## src/verilog/swep_pkg.sv

```systemverilog
// package: register map, field layout and encodings for the overlay end setup
`default_nettype none
package swep_pkg;
	// register offsets in the device map
	localparam logic [7:0] HEND_LOW_OFS  = 8'h8C;
	localparam logic [7:0] HEND_HIGH_OFS = 8'h8D;
	localparam logic [7:0] VEND_LOW_OFS  = 8'h90;
	localparam logic [7:0] VEND_HIGH_OFS = 8'h91;
	localparam logic [7:0] DISP_MODE_OFS = 8'h71;
	// field layout
	localparam int POS_W        = 10;
	localparam int HIGH_LSB     = 8;
	localparam int OVL_EN_BIT   = 4;
	localparam int WORD_BITS    = 32;
	// reset values
	localparam logic [7:0] DISP_MODE_RST = 8'h00;
	localparam logic [POS_W-1:0] POS_RST = 10'h000;

	typedef enum logic [1:0] {
		SWEP_ROT_0,
		SWEP_ROT_90,
		SWEP_ROT_180,
		SWEP_ROT_270
	} swep_rot_t;

	typedef enum logic [2:0] {
		SWEP_BPP_1,
		SWEP_BPP_2,
		SWEP_BPP_4,
		SWEP_BPP_8,
		SWEP_BPP_16
	} swep_bpp_t;

	// one overlay placement order from the user side
	typedef struct packed {
		swep_rot_t        rot;
		swep_bpp_t        bpp;
		logic [POS_W-1:0] panel_w;
		logic [POS_W-1:0] panel_h;
		logic [POS_W-1:0] x2;
		logic [POS_W-1:0] y2;
	} swep_req_t;

	// one byte write toward the device
	typedef struct packed {
		logic [7:0] addr;
		logic [7:0] data;
	} swep_wr_t;
endpackage
`default_nettype wire

```

## src/verilog/swep_calc.sv

```systemverilog
// end-setting arithmetic: turns a corner and a panel into register values
`timescale 1ns/10ps
`default_nettype none
module swep_calc (
	input  wire swep_pkg::swep_req_t         req,
	output logic [swep_pkg::POS_W-1:0]       hend,
	output logic [swep_pkg::POS_W-1:0]       vend
);
	// log2 of pixels per 32-bit word at each depth
	function automatic logic [2:0] grp_shift(input swep_pkg::swep_bpp_t b);
		case (b)
			swep_pkg::SWEP_BPP_1:  grp_shift = 3'h5;
			swep_pkg::SWEP_BPP_2:  grp_shift = 3'h4;
			swep_pkg::SWEP_BPP_4:  grp_shift = 3'h3;
			swep_pkg::SWEP_BPP_8:  grp_shift = 3'h2;
			default:               grp_shift = 3'h1;
		endcase
	endfunction

	logic [2:0]                  sh;
	logic [swep_pkg::POS_W-1:0]  wx;
	logic [swep_pkg::POS_W-1:0]  hx;
	logic [swep_pkg::POS_W-1:0]  gx;

	// values are truncated groups; a coordinate off the group grid drops its
	// remainder, so software must keep it aligned
	always_comb begin
		sh = grp_shift(req.bpp);
		wx = req.panel_w - req.x2;
		hx = req.panel_h - req.x2;
		// x as a whole group index, the count a start setting takes as is
		gx = req.x2 >> sh;
		case (req.rot)
			swep_pkg::SWEP_ROT_90: begin
				hend = req.y2 - 10'h001;
				vend = (hx >> sh) - 10'h001;
			end
			swep_pkg::SWEP_ROT_180: begin
				hend = (wx >> sh) - 10'h001;
				vend = req.panel_h - req.y2 - 10'h001;
			end
			swep_pkg::SWEP_ROT_270: begin
				hend = req.panel_w - req.y2 - 10'h001;
				vend = gx - 10'h001;
			end
			default: begin
				hend = gx - 10'h001;
				vend = req.y2 - 10'h001;
			end
		endcase
	end
endmodule // swep_calc
`default_nettype wire

```

## src/verilog/swep_ctrl.sv

```systemverilog
// host controller that programs the overlay end settings and enables it
// Notes on behaviour
// - 0 degrees: horizontal end is x over group size minus one.
// - 90 degrees: horizontal end is y minus one.
// - 180 degrees: horizontal end is (width minus x) over group minus one.
// - 270 degrees: horizontal end is width minus y minus one.
// - 0 degrees: vertical end is y minus one.
// - 90 degrees: vertical end is (height minus x) over group minus one.
// - 180 degrees: vertical end is height minus y minus one.
// - 270 degrees: vertical end is x over group minus one.
// - x must be a multiple of the group size.
// - at 180 degrees width minus x must be group aligned.
// - at 90 degrees height minus x must be group aligned.
// - overlay enable bit 4 of mode register is set after positions.
// - horizontal start at 0 degrees has no minus one.
`timescale 1ns/10ps
`default_nettype none
module swep_ctrl (
	input  wire logic                  clk,
	input  wire logic                  reset_n,
	// user side
	input  wire logic                  start,
	input  wire swep_pkg::swep_req_t   req,
	input  wire logic [7:0]            mode_base,
	output logic                       busy,
	output logic                       done,
	// device register port
	output logic                       wr_en,
	output swep_pkg::swep_wr_t         wr,
	input  wire logic                  wr_ack
);
	typedef enum logic [2:0] {
		SWEP_IDLE,
		SWEP_HLO,
		SWEP_HHI,
		SWEP_VLO,
		SWEP_VHI,
		SWEP_MODE
	} swep_state_t;

	// ==========================================================
	// arithmetic
	logic [swep_pkg::POS_W-1:0] hend_c;
	logic [swep_pkg::POS_W-1:0] vend_c;

	swep_calc u_calc (
		.req  (req),
		.hend (hend_c),
		.vend (vend_c)
	);

	// ==========================================================
	// sequencer
	swep_state_t                state;
	swep_state_t                next_state;
	logic [swep_pkg::POS_W-1:0] hend;
	logic [swep_pkg::POS_W-1:0] next_hend;
	logic [swep_pkg::POS_W-1:0] vend;
	logic [swep_pkg::POS_W-1:0] next_vend;
	logic [7:0]                 mode;
	logic [7:0]                 next_mode;
	logic                       next_busy;
	logic                       next_done;
	logic                       next_wr_en;
	swep_pkg::swep_wr_t         next_wr;

	// high byte: bits 9:8 in the two low bits, rest zero
	function automatic logic [7:0] hi_byte(
		input logic [swep_pkg::POS_W-1:0] v);
		hi_byte = {6'h00, v[swep_pkg::POS_W-1:swep_pkg::HIGH_LSB]};
	endfunction

	// a start counts only in idle; orders that arrive while busy are
	// dropped, not queued, so the user must wait for done
	logic                       take;
	// a write leaves the port at the edge where both sides agree
	logic                       acc;

	assign take = (state == SWEP_IDLE) && start;
	assign acc  = wr_en && wr_ack;

	// ==========================================================
	// captured order
	// settings freeze at the start edge, so req may change while busy
	// without tearing a low byte from its high byte
	always_comb begin
		next_hend = hend;
		next_vend = vend;
		next_mode = mode;
		if (take) begin
			next_hend = hend_c;
			next_vend = vend_c;
			next_mode = mode_base;
		end
	end

	// captured order registers
	always_ff @(posedge clk) begin
		if (!reset_n) begin
			hend <= swep_pkg::POS_RST;
			vend <= swep_pkg::POS_RST;
			mode <= swep_pkg::DISP_MODE_RST;
		end else begin
			hend <= next_hend;
			vend <= next_vend;
			mode <= next_mode;
		end
	end

	// ==========================================================
	// step order
	// one state per register, advanced only by an accepted write; enable
	// goes last so the first order after reset never shows a half-programmed
	// corner; enable is never cleared, so later orders rewrite a live corner
	always_comb begin
		next_state = state;
		next_busy  = busy;
		next_done  = 1'b0;
		case (state)
			SWEP_IDLE: begin
				if (take) begin
					next_busy  = 1'b1;
					next_state = SWEP_HLO;
				end
			end
			SWEP_HLO: begin
				if (acc) begin
					next_state = SWEP_HHI;
				end
			end
			SWEP_HHI: begin
				if (acc) begin
					next_state = SWEP_VLO;
				end
			end
			SWEP_VLO: begin
				if (acc) begin
					next_state = SWEP_VHI;
				end
			end
			SWEP_VHI: begin
				if (acc) begin
					next_state = SWEP_MODE;
				end
			end
			SWEP_MODE: begin
				if (acc) begin
					next_busy  = 1'b0;
					next_done  = 1'b1;
					next_state = SWEP_IDLE;
				end
			end
			default: begin
				next_state = SWEP_IDLE;
				next_busy  = 1'b0;
			end
		endcase
	end

	// step order registers
	always_ff @(posedge clk) begin
		if (!reset_n) begin
			state <= SWEP_IDLE;
			busy  <= 1'b0;
			done  <= 1'b0;
		end else begin
			state <= next_state;
			busy  <= next_busy;
			done  <= next_done;
		end
	end

	// ==========================================================
	// write port
	// one write held until acked; there is no timeout, so a device that
	// never acknowledges stalls the sequence here
	always_comb begin
		next_wr_en = wr_en;
		next_wr    = wr;
		case (state)
			SWEP_IDLE: begin
				if (take) begin
					next_wr_en = 1'b1;
					next_wr    = '{swep_pkg::HEND_LOW_OFS, hend_c[7:0]};
				end
			end
			SWEP_HLO: begin
				if (acc) begin
					next_wr = '{swep_pkg::HEND_HIGH_OFS, hi_byte(hend)};
				end
			end
			SWEP_HHI: begin
				if (acc) begin
					next_wr = '{swep_pkg::VEND_LOW_OFS, vend[7:0]};
				end
			end
			SWEP_VLO: begin
				if (acc) begin
					next_wr = '{swep_pkg::VEND_HIGH_OFS, hi_byte(vend)};
				end
			end
			SWEP_VHI: begin
				if (acc) begin
					next_wr = '{swep_pkg::DISP_MODE_OFS,
						mode | (8'h01 << swep_pkg::OVL_EN_BIT)};
				end
			end
			SWEP_MODE: begin
				if (acc) begin
					next_wr_en = 1'b0;
				end
			end
			default: begin
				next_wr_en = 1'b0;
			end
		endcase
	end

	// write port registers
	always_ff @(posedge clk) begin
		if (!reset_n) begin
			wr_en <= 1'b0;
			wr    <= '0;
		end else begin
			wr_en <= next_wr_en;
			wr    <= next_wr;
		end
	end
endmodule // swep_ctrl
`default_nettype wire

```

## config.mk

```make
export PLATFORM = sky130hd
export DESIGN_NAME = swep_ctrl
export DESIGN_NICKNAME = d
export VERILOG_FILES = /design/src/verilog/swep_pkg.sv /design/src/verilog/swep_calc.sv /design/src/verilog/swep_ctrl.sv
export SDC_FILE = /design/constraint.sdc
export NUM_CORES = 1
export LEC_CHECK = 0
export BUFFER_PORTS_ARGS = -buffer_cell sky130_fd_sc_hd__buf_2
export CORE_ASPECT_RATIO = 1.75
export CORE_UTILIZATION = 60
export DETAILED_ROUTE_END_ITERATION = 8
export GPL_TIMING_DRIVEN = 0
export PLACE_DENSITY = 0.85
export SYNTH_ARGS = -nofsm -noshare
export SYNTH_HDL_FRONTEND = slang
export SYNTH_SLANG_ARGS = --single-unit
```

## constraint.sdc

```tcl
create_clock -name clk -period 4.77 [get_ports clk]
set_input_delay 0.477 -clock clk [delete_from_list [all_inputs] [get_ports clk]]
set_output_delay 0.477 -clock clk [all_outputs]
set_load 0.03 [all_outputs]
```

### Yosys cells after proc, flatten, opt, wreduce, memory -nomap -nowiden

Cells that the tools add are included.

| word-level totals | value |
|---|---|
| register bits after elaboration | 49 |
| latch bits | 0 |
| memory bits (writable) | 0 |
| memory bits (read-only) | 0 |
| bits of input ports | 57 |
| output and inout bits | 19 |
| word-level logic and storage cells | 69 |
| memories | 0 |

| cells by class | value |
|---|---|
| add/subtract/negate cells | 10 |
| $mul | 0 |
| div/mod/pow operators | 0 |
| $lt $le $gt $ge | 0 |
| equal/unequal tests | 17 |
| shifts and indexed selects | 3 |
| muxes and demuxes | 20 |
| bitwise gates (word level) | 1 |
| reductions and logical operators | 10 |

Operator list:

| operator | count |
|---|---|
| $mux 16 | 5 |
| $pmux 16 s5 | 1 |
| $pmux 10 s3 | 2 |
| $sub 10x1->10 const B | 6 |
| $sub 10x10->10 | 4 |
| $shr 10x3->10 | 3 |
| $mux 3 | 6 |
| $pmux 3 s6 | 1 |
| $eq 3x2->1 const B | 4 |
| $ne 2x2->1 const B | 6 |
| $pmux 3 s4 | 1 |
| $reduce_and 6->1 | 2 |
| $eq 3x1->1 const B | 2 |
| $eq 3x3->1 const B | 2 |
| $logic_not 3->1 | 2 |
| $reduce_bool 5->1 | 1 |
| $eq 2x2->1 const B | 2 |
| $reduce_or 4->1 | 1 |
| $mux 1 | 3 |
| $pmux 1 s3 | 1 |
| $reduce_and 3->1 | 1 |
| $eq 2x1->1 const B | 1 |
| $logic_and 1x1->1 | 2 |
| $reduce_and 2->1 | 1 |
| $not 1->1 | 1 |

### Logic depth before layout (Yosys ltp)

Gate-level depths: netlist of run 1.

| logic depth | value |
|---|---|
| word-level depth | 7 |
| mapped depth | 15 |

### By module

A second synthesis of run 1 with hierarchy kept.

| unflattened totals | value |
|---|---|
| cell total of the unflattened synthesis | 760 |
| area total of the unflattened synthesis | 5749.3 um2 |

By module, submodules not included:

| module | times used | cells each | area an instance (um2) |
|---|---|---|---|
| swep_calc | 1 | 547 | 4020.1 |
| swep_ctrl | 1 | 213 | 1729.2 |

### Worst setup path after synthesis of run 1

No wires, ideal clock.

| path | value |
|---|---|
| path type | input to register |
| start point | input req[20] in the netlist's numbering |
| end point | register vend[7] in the netlist's numbering |
| library setup time | 0.073 ns |
| arrival time | 3.395 ns |
| required time | 4.697 ns |
| path slack | 1.302 ns |
| stages on the path | 13 |
| path buffers | 0 |
| path through | inv_1 > ha_1 > inv_1 > fa_1 > a221o_2 > a21oi_4 > xor2_2 > mux2i_2 > a211oi_4 > nand3_2 > or3_4 > or4_4 > o211ai_2 |

| between the ends | value |
|---|---|
| word-level cells in the longest chain between the ends | 4 |
| elaborated cells between the ends (all ways) | 6 |

Ends and longest elaborated chain:

| item | RTL line | source |
|---|---|---|
| start, declared | swep_ctrl.sv:23 | `input wire swep_pkg::swep_req_t req,` |
| $sub 10x10->10 | swep_calc.sv:30 | `hx = req.panel_h - req.x2;` |
| $shr 10x3->10 | swep_calc.sv:36 | `vend = (hx >> sh) - 10'h001;` |
| $sub 10x1->10 | swep_calc.sv:36 |  |
| $pmux 10 s3 (*) | swep_calc.sv:33 | `case (req.rot)` |
| end signal, assigned | swep_ctrl.sv:101 | `vend <= swep_pkg::POS_RST;` |
| end signal, assigned | swep_ctrl.sv:105 | `vend <= next_vend;` |
| end, declared | swep_ctrl.sv:58 | `logic [swep_pkg::POS_W-1:0] vend;` |

Mark *: on every way between the ends. The rest lies on a longest branch, timed or not.
A chain may end at the register's enable or synchronous reset.

### Final worst setup path of run 1

| path | value |
|---|---|
| start point | input req[30] in the netlist's numbering |
| end point | register wr[5] in the netlist's numbering |

| between the ends | value |
|---|---|
| word-level cells in the longest chain between the ends | 6 |
| elaborated cells between the ends (all ways) | 8 |

Ends and longest elaborated chain:

| item | RTL line | source |
|---|---|---|
| $sub 10x10->10 | swep_calc.sv:29 | `wx = req.panel_w - req.x2;` |
| $shr 10x3->10 | swep_calc.sv:39 | `hend = (wx >> sh) - 10'h001;` |
| $sub 10x1->10 | swep_calc.sv:39 |  |
| $pmux 10 s3 (*) | swep_calc.sv:33 |  |
| $mux 16 (*) | swep_ctrl.sv:182 | `if (take) begin` |
| $pmux 16 s5 (*) | swep_ctrl.sv:180 | `case (state)` |
| end signal, assigned | swep_ctrl.sv:226 | `wr <= next_wr;` |
| end, declared | swep_ctrl.sv:29 | `output swep_pkg::swep_wr_t wr,` |

Mark *: on every way between the ends. The rest lies on a longest branch, timed or not. The select of a mux whose other input is x is not followed.

==> flow_summary_export.csv, run 1 <==
group,metric,value,unit
sta,layout_min_cycle_time,3.87,ns
worst_setup_path,crit_path_cell_trace,"buf_2 -> inv_1 -> ha_1 -> inv_1 -> fa_1 -> a211oi_2 -> nor4_1 -> a311oi_1 -> and2_1 -> o32ai_1 -> nor3b_1 -> nand2b_1 -> or3_1 -> a41oi_1",
sta,fin_crit_sh,81.0,%
place,io_buffers,70,
run_status,outcome,"complete, no violations",
synthesis,yosysTopAreaCell,"dfxtp_1",
cts,clkSinkCount,37,
sta,setup_viol,0,
worst_setup_path,cp_top_family,"simple AND/OR/NAND/NOR gates",
floorplanning,die_x,73.5,um
synthesis,syn_area_per_cell,7.17,um^2
hold_path,hold_path_class,"primary input to register",
cells_and_area,fin_util,69.4,%
worst_setup_path,required,4.98,ns
cts,root_buffer,"clkbuf_16",
sta,fin_setup_tns,0,ns
drt,drtPass1Iterations,5,
synthesis,yosysTopAreaCellShare,13.8,%
cells_and_area,antennaDiodeCount,0,
synthesis,yosys_register_bits,37,
global_routing,grt_remaining_overflow,0,
floorplanning,dieArea,9340,um^2
place,place.gp.congestion,1.05,
synthesis,synth_warnings,0,
cells_and_area,layout_commonest_cell,"nand2_1",
place,dp_hpwl,16.5,mm
global_routing,antenna_found_initial,0,
cells_and_area,areaGrowthSynthToFinish,12.2,%
sta,fmax,259,MHz
drt,wire_per_inst,22.0,um
sta,maxSlewHeadroom,34.5,%
cts,htree_levels,2,
global_routing,grt_max_degree,12,
worst_setup_path,worst_path_most_repeated_cell,"inv_1",
worst_setup_path,critPathLaunchType,"primary input",
worst_setup_path,reg2reg_from,"state[2]",
floorplanning,rows,45,
sta,worst_pin_slew,0.975,ns
cells_and_area,nNetsFinal,925,
sta,hold_viol_final,0,
cts,cts-resized-gates,0,
cts,clk_pin_slew,0.06,ns
sta,fin_skew,0.00167,ns
flow_run,drv_cap,0,
worst_setup_path,crit_buf_inv,3,
worst_setup_path,r2r_end,"wr[3]",
cts,hold_buffers,0,
hold_path,hold_path_startpoint,"mode_base[3]",
cells_and_area,drive_gt1_share,14.6,%
worst_setup_path,cp_max_fo,5,
synthesis,synthTopCellsByArea,"dfxtp_1, ha_1, nand2_1, xnor2_1, a21oi_1",
cts,clk_path_buf_depth,2,
synthesis,synth_area,5370,um^2
global_routing,grt_usage,46.9,%
drt,drt-total-wl,20.7,mm
power,ir_drop,308,uV
synthesis,synth-edff-count,0,
cts,cts_tree,"yes",
worst_setup_path,r2r_setup_slack,2.01,ns
drt,drc,0,
drt,postRouteAntennaNets,0,
hold_path,whs_path_depth,3,
cts,post-cts-setup-buffer-count,0,
worst_setup_path,slowest_delay,0.60,ns
power,powerDensity,250,nW/um^2
synthesis,syn_inst,748,
global_routing,grt_pass1_wl,32.4,mm
floorplanning,core_area,8670,um^2
synthesis,yosysUniqueCellTypes,89,
worst_setup_path,cp_slowest_cell,"a311oi_1",
synthesis,ys_seq_area_share,13.8,%
synthesis,syn_nets,848,
worst_setup_path,cp.arrival,4.08,ns
power,total_power,1.50,mW
worst_setup_path,rr_worst_depth,9,
floorplanning,io_pins,76,
drt,drtIter0Drc,389,
cts,clk_latency,0.29,ns
cells_and_area,final_cell_mix,"nand2_1, buf_2, nor2_1",
drt,vias_per_cell,6.63,
global_routing,grt_pass1_vias,6173,
cells_and_area,n_fill_cell,786,
worst_setup_path,crit_type,"primary input to register",
cts,numCtsBuffers,5,
worst_setup_path,endpoint_kind,"register",
synthesis,synth_flop_cell,"dfxtp_1",
sta,rsz0062_at_grt,"false",
synthesis,synth-async-reset-ratio,0,%
power,leakagePower,2.59,nW
sta,drv_slew,0,
hold_path,min_to,"mode[3]",
floorplanning,die_y,127,um
floorplanning,start_util,61.9,%
drt,dr_total_vias,6255,
## flip-flops by register name, summed over array words and instances, names as in the netlist
| register | flops |
|---|---|
| mode | 7 |
| hend | 2 |
| done | 1 |
| state | 3 |
| wr | 13 |
| wr_en | 1 |
| vend | 10 |
## synth_stat cells, types with 9 or more instances
cell / n
nand2_1: 90
nor2_1: 66
a21oi_1: 52
o21ai_0: 48
inv_1: 42
ha_1: 39
dfxtp_1: 37
nor3_1: 36
xnor2_1: 31
clkbuf_1: 27
xor2_1: 17
a211oi_1: 13
nor2b_1: 13
o211ai_1: 13
nand3_1: 12
a21o_1: 10
a22oi_1: 9
## layer usage
metal,track usage [%],share of wire [%]
met5,0,0
met2,76.8,48
met3,16.2,7.8
met1,42.6,32
met4,46.9,11
## stage by stage
stage,instance area (um^2),setup slack [ns],std cells,hold WS [ns]
final,6020,0.905,943,0.421
after global routing,6020,0.597,943,0.445
after CTS,6020,0.946,943,0.429
after detailed placement,5860,0.684,935,0.457
after global placement,5860,0.710,935,0.443
after floorplan,5370,1.30,748,0.426
## worst min-delay path: cells and delay by family
family / cells / cell delay (ns)
buf+inv: 1 / 0.10
simple gates: 1 / 0.05
compound gates: 1 / 0.05
## where the power goes
group / leakage [nW] / switching, mW / total, mW / internal, mW
registers: 0.304 / 0.0202 / 0.359 / 0.339
logic: 2.20 / 0.499 / 0.786 / 0.288
clock network: 0.0799 / 0.136 / 0.358 / 0.221
## cell type report
class                   count  area [um^2]  area share (%)
multi-input cells         624         4220            70.2
flip-flops and latches     37          741            12.3
repair buffers             70          350            5.82
plain buffers              43          235            3.91
inverters                  44          165            2.74
clock buffers               7          153            2.54
well taps                 117          146            2.43
clock inverters             1         5.00          0.0831
## cell families after synthesis
| family | after synthesis | share of synthesized area, % |
|---|---|---|
| other cells | 1 | 0.0699 |
| simple gates | 277 | 25.0 |
| compound gates | 239 | 30.9 |
| buf+inv | 87 | 7.46 |
| mux | 15 | 4.06 |
| fa+ha+maj | 43 | 10.6 |
| xor+xnor | 49 | 8.14 |
| flops | 37 | 13.8 |
## worst max-delay path by stage
stage              end  slack (ns)  cells past startpoint  startpoint
2_1_floorplan  vend[7]        1.30                     13     req[20]
3_3_place_gp     wr[6]        0.71                     15     req[30]
3_5_place_dp     wr[5]        0.68                     14     req[30]
4_1_cts          wr[5]        0.95                     14     req[30]
5_1_grt        hend[8]        0.60                     15     req[30]
6_report         wr[5]        0.90                     14     req[30]
Power figures use the tool's default switching activity.
==> run 2, diff against run 1 <==
- ABC_AREA: unset -> 1
- clock period: 4.77 -> 3.9 ns (I/O delays scaled with it)
==> run 2 against run 1 <==
Final area rose by 1.6%; global-route usage fell by 5.3 points; hold slack got worse by 0.093 ns; cell count rose by 25%; utilization rose by 0.22 points; sequential share of layout area fell by 0.20 points; critical endpoint is now wr[7]; critical path type unchanged; critical path depth rose by 7.
==> flow_summary_export.csv, run 2 <==
group,metric,value,unit
sta,fmax,352,MHz
cells_and_area,fin_util,69.6,%
drt,dr_total_vias,6665,
cts,root_buffer,"clkbuf_16",
sta,layout_min_cycle_time,2.84,ns
power,sw_frac_of_total,52.1,%
run_status,outcome,"complete, no violations",
global_routing,antenna_found_initial,1,
synthesis,synth-edff-count,0,
place,io_buffers,72,
synthesis,syn_area_per_cell,5.59,um^2
power,p_clk_share,15.0,%
cts,numCtsBuffers,5,
floorplanning,core_area,8780,um^2
worst_setup_path,cp.arrival,3.01,ns
drt,postRouteAntennaNets,0,
worst_setup_path,cp_max_fo,9,
power,intPower,1.25,mW
cells_and_area,reg_top3,"wr: 13 flops, vend: 10 flops, mode: 7 flops",
drt,wl_met3,1.04,mm
cells_and_area,multiInputGateArea,4040,um^2
drt,drtPass1Iterations,5,
sta,fin_crit_sh,72.8,%
synthesis,synth-async-reset-ratio,0,%
floorplanning,dieArea,9520,um^2
worst_setup_path,critPathLaunchType,"primary input",
sta,rsz0062_at_grt,"false",
cells_and_area,regMostFlops,"wr",
floorplanning,die_y,128,um
synthesis,synth_area,5470,um^2
flow_run,drv_cap,0,
cts,clk_path_buf_depth,2,
place,dp_hpwl,15.1,mm
cells_and_area,drive_gt1_share,12.2,%
power,powerDensity,426,nW/um^2
synthesis,yosysUniqueCellTypes,49,
floorplanning,die_x,74.2,um
cells_and_area,nNetsFinal,1158,
cts,clk_latency,0.29,ns
power,leakagePower,3.31,nW
power,comb_power_share,62.7,%
cells_and_area,largest_register_ffs,13,
synthesis,yosys_register_bits,37,
worst_setup_path,crit_type,"primary input to register",
synthesis,yosysTopAreaCell,"nand2_1",
sta,worst_pin_slew,0.833,ns
cts,clk_pin_slew,0.05,ns
power,p_seq_share,22.4,%
synthesis,ys_seq_area_share,13.5,%
cts,post-cts-setup-buffer-count,0,
sta,setup_viol,0,
drt,drt-total-wl,18.4,mm
sta,hold_viol_final,0,
place,place.gp.congestion,1.04,
cts,hold_buffers,0,
global_routing,grt_pass1_vias,6277,
sta,fin_setup_tns,0,ns
sta,fin_skew,0.00226,ns
drt,drtIter0Drc,452,
cts,htree_levels,2,
global_routing,grt_usage,41.6,%
global_routing,grt_pass1_wl,29.8,mm
floorplanning,start_util,62.3,%
cells_and_area,register_area,741,um^2
hold_path,hold_path_class,"primary input to register",
place,place_ws,0.878,ns
cts,cts-resized-gates,0,
drt,drt-met1-wl,6.73,mm
sta,drv_slew,0,
cells_and_area,fin_cells,1177,
cells_and_area,layout_commonest_cell,"nand2_1",
synthesis,syn_nets,1079,
floorplanning,io_pins,76,
sta,fin_ws,1.06,ns
synthesis,synth_warnings,0,
drt,dr.max_layer_used,"met4",
drt,drc,0,
synthesis,yosysMostFrequentCell,"nand2_1",
floorplanning,rows,45,
drt,vias_per_cell,5.66,
cts,cts_tree,"yes",
place,dp.cells,1168,
synthesis,syn_inst,979,
synthesis,synth_commonest_cells,"nand2_1, nand3_1, inv_1",
cells_and_area,n_fill_cell,877,
synthesis,yosysTopAreaCellShare,19.4,%
global_routing,grt_max_degree,12,
sta,hold_ws,0.329,ns
sta,maxSlewHeadroom,44.2,%
synthesis,synth_flop_cell,"dfxtp_1",
power,ir_drop,362,uV
drt,wl_met2,8.99,mm
drt,wire_per_inst,15.7,um
global_routing,grt_remaining_overflow,0,
cells_and_area,final_cell_mix,"nand2_1, nand3_1, inv_1",
worst_setup_path,endpoint_kind,"register",
cts,clkSinkCount,37,
synthesis,synthTopCellsByArea,"nand2_1, dfxtp_1, nand3_1, ha_1, inv_1",
worst_setup_path,required,4.07,ns
power,p_sw,1.36,mW
cells_and_area,areaGrowthSynthToFinish,11.9,%
==> run 2: cell count changes in the layout (fill, tap and decap cells not counted), sizes merged, moves of 9 or more <==
cell / change
a21oi: +9
nor3: -29
o21ai: +19
clkbuf: -23
nand3: +126
buf: +9
nor2b: -13
xnor2: -26
a211oi: -14
nor2: +21
inv: +98
nand2: +198
a21o: -10
==> run 2: critical path, stage by stage <==
cell,delay [ns]
buf_2,0.12
inv_1,0.05
ha_1,0.12
inv_1,0.08
fa_1,0.41
nand3_1,0.10
nand2_1,0.11
nand2_1,0.12
nand2_1,0.08
nand2_1,0.09
nand3_1,0.09
nand2_1,0.09
nand2_1,0.05
nand2_1,0.13
nand2_1,0.12
nor2_4,0.22
nand3_1,0.10
nand2_1,0.07
nand3_1,0.24
nand2_1,0.14
a21oi_1,0.07
==> run 2: cells by family after synthesis <==
group           Yosys count  synth area share (%)
compound gates          166                  17.5
xor+xnor                 15                  2.40
simple gates            544                  43.1
fa+ha+maj                43                  10.4
other cells               1                0.0686
mux                       2                 0.366
buf+inv                 171                  12.6
flops                    37                  13.5
==> run 2: power by group through the flow <==
stage               Combinational, mW  Sequential, mW  Clock [mW]
floorplan                        1.07           0.656           0
global placement                 1.55           0.583           0
detailed placement               1.57           0.585           0
CTS                              1.59           0.581       0.383
global route                     1.83           0.593       0.401
finish                           1.63           0.583       0.390
==> run 2: per-stage QoR <==
step	power, mW	cell area (um^2)
after global placement	2.13	5980
final	2.61	6120
after CTS	2.56	6110
after global routing	2.82	6110
after floorplan	1.73	5470
after detailed placement	2.16	5980
==> run 2: worst paths after layout <==
check / start / to / slack, ns / depth (start not counted)
max: req[30] / wr[7] / 1.06 / 21
min: mode_base[2] / mode[2] / 0.33 / 3
max reg2reg: state[0] / wr[7] / 1.41 / 13
min reg2reg: wr[12] / wr[12] / 0.46 / 2
==> run 2: per-layer routing <==
layer  up-vias  global-route usage (%)
li1       3372                       -
met3        92                    8.65
met4         0                    37.7
met2       304                    69.1
met1      2897                    42.3
met5         -                       0
==> run 2: cell type report <==
| cell class | count | area share (%) |
|---|---|---|
| multi-input cells | 771 | 66.0 |
| clock inverters | 2 | 0.164 |
| repair buffers | 72 | 5.89 |
| flip-flops and latches | 37 | 12.1 |
| diodes | 1 | 0.0409 |
| inverters | 143 | 8.77 |
| plain buffers | 28 | 2.50 |
| well taps | 117 | 2.39 |
| clock buffers | 6 | 2.11 |
==> run 3, diff against run 2 <==
- clock period: 3.9 -> 2.7 ns (I/O delays scaled with it)
==> run 3 against run 2 <==
Sequential cell count unchanged; hold slack lost 0.12 ns; first-iteration DRC count rose by 4.9%; via count increased by 1.6%; clock power is 44% higher; sequential share of layout area decreased by 0.30 points; critical path type unchanged; count of clock-buffer cells in the layout stayed put; sequential power grew 44%; non-clock buffer count is 1 higher; combinational power grew 48%; register-to-register slack got worse by 1.2 ns.
==> flow_summary_export.csv, run 3 (synthesis gave the netlist of run 2 again) <==
group,metric,value,unit
floorplanning,die_x,74.2,um
worst_setup_path,cp.arrival,2.73,ns
power,ir_drop,528,uV
sta,setup_viol,0,
floorplanning,die_y,128,um
cts,cts_tree,"yes",
global_routing,grt_usage,41.6,%
floorplanning,rows,45,
cells_and_area,final_cell_mix,"nand2_1, nand3_1, inv_1",
sta,worst_pin_slew,0.815,ns
cells_and_area,areaGrowthSynthToFinish,14.7,%
global_routing,grt_max_degree,12,
place,dp_hpwl,15.1,mm
place,place.gp.congestion,1.04,
worst_setup_path,cp_max_fo,6,
cells_and_area,largest_register_ffs,13,
worst_setup_path,crit_path_cell_trace,"buf_2 -> inv_1 -> ha_2 -> nand2_1 -> nor2_1 -> nand3_1 -> nand2_1 -> nand2_1 -> nand3_1 -> nand2_1 -> nand2_1 -> inv_1 -> nor2_2 -> nand2_1 -> nor2_2 -> nand3_1 -> nand2_1 -> nand3_1 -> a21oi_1",
global_routing,grt_remaining_overflow,0,
flow_run,drv_cap,0,
sta,maxSlewHeadroom,45.5,%
floorplanning,start_util,62.3,%
cts,numCtsBuffers,5,
drt,drtPass1Iterations,5,
power,leakagePower,3.33,nW
cells_and_area,fin_util,71.4,%
sta,fin_skew,0.00254,ns
worst_setup_path,slowest_delay,0.41,ns
drt,dr_total_vias,6771,
drt,drt-total-wl,18.5,mm
drt,wire_per_inst,15.7,um
cts,clk_path_buf_depth,2,
cts,clkSinkCount,37,
cells_and_area,regMostFlops,"wr",
cells_and_area,n_fill_cell,859,
sta,rsz0062_at_grt,"true",
drt,vias_per_cell,5.74,
power,p_seq_share,22.0,%
cts,clk_pin_slew,0.05,ns
cells_and_area,reg_top3,"wr: 13 flops, vend: 10 flops, mode: 7 flops",
cts,clk_latency,0.29,ns
cts,htree_levels,2,
power,intPower,1.83,mW
floorplanning,dieArea,9520,um^2
worst_setup_path,cp_top_family,"simple AND/OR/NAND/NOR gates",
sta,fin_crit_sh,93.2,%
drt,postRouteAntennaNets,0,
cells_and_area,layout_commonest_cell,"nand2_1",
global_routing,grt_pass1_vias,6277,
sta,drv_slew,0,
worst_setup_path,required,2.91,ns
power,sw_frac_of_total,52.1,%
worst_setup_path,crit_type,"primary input to register",
global_routing,antenna_found_initial,1,
cts,root_buffer,"clkbuf_16",
power,p_sw,1.99,mW
sta,fin_setup_tns,0,ns
place,io_buffers,72,
cells_and_area,nNetsFinal,1160,
power,comb_power_share,63.3,%
power,p_clk_share,14.7,%
worst_setup_path,endpoint_kind,"register",
sta,hold_ws,0.208,ns
cells_and_area,drive_gt1_share,15.7,%
hold_path,hold_path_class,"primary input to register",
sta,hold_viol_final,0,
drt,drtIter0Drc,474,
worst_setup_path,worst_path_most_repeated_cell,"nand2_1",
global_routing,grt_pass1_wl,29.8,mm
drt,drc,0,
worst_setup_path,cp_slowest_cell,"ha_2",
floorplanning,io_pins,76,
sta,layout_min_cycle_time,2.52,ns
power,powerDensity,609,nW/um^2
sta,fmax,398,MHz
worst_setup_path,critPathLaunchType,"primary input",
floorplanning,core_area,8780,um^2
run_status,outcome,"complete, no violations",
worst_setup_path,crit_buf_inv,3,
-- run 3: cell count changes in the layout (fill, tap and decap cells not counted), sizes merged --
cell / change
buf: +1
nor2: +1
-- run 3: power groups by stage --
stage	combinational (mW)	sequential, mW	clock, mW
2_1_floorplan	1.55	0.947	0
3_3_place_gp	2.23	0.842	0
3_5_place_dp	2.27	0.845	0
4_1_cts	2.30	0.839	0.553
5_1_grt	2.69	0.856	0.580
6_report	2.42	0.841	0.561
-- run 3: final timing paths --
path	slack (ns)	cells past startpoint	endpoint	start
max	0.18	19	vend[9]	req[16]
min	0.21	3	mode[2]	mode_base[2]
max reg2reg	0.25	12	wr[3]	state[2]
min reg2reg	0.46	2	wr[12]	wr[12]
-- run 3: layout make-up --
cell class	instances	area [um^2]	share of cell area, %
Clock buffer	6	129	2.05
Buffer	28	153	2.43
Inverter	143	537	8.56
Antenna cell	1	2.50	0.0399
Sequential cell	37	741	11.8
Multi-Input combinational cell	772	4190	66.7
Clock inverter	2	10.0	0.160
Timing Repair Buffer	73	368	5.86
Tap cell	117	146	2.33
-- run 3: repair_timing --
action	in CTS	in global routing
endpoints found under the setup margin	0	24
gates resized for setup	0	39
hold buffers	0	0
buffers inserted	0	1
-- run 3: metrics by stage --
step / area (um^2) / power (mW) / setup slack [ns] / cells
floorplan: 5470 / 2.50 / 0.395 / 979
global placement: 5980 / 3.07 / -0.150 / 1168
detailed placement: 5980 / 3.12 / -0.202 / 1168
CTS: 6110 / 3.69 / 0.101 / 1176
global route: 6270 / 4.13 / -0.0239 / 1178
finish: 6270 / 3.82 / 0.185 / 1179
-- run 3: worst min-delay path, stage by stage --
cell	delay, ns
buf_2	0.07
nor2_1	0.03
nor2_1	0.09
-- run 3: metal layers --
layer | global-route usage [%] | vias up | wire [um]
met3 | 8.65 | 99 | 1180
li1 | - | 3383 | -
met1 | 42.3 | 2967 | 6530
met2 | 69.1 | 322 | 9130
met4 | 37.7 | 0 | 1710
met5 | 0 | - | 0
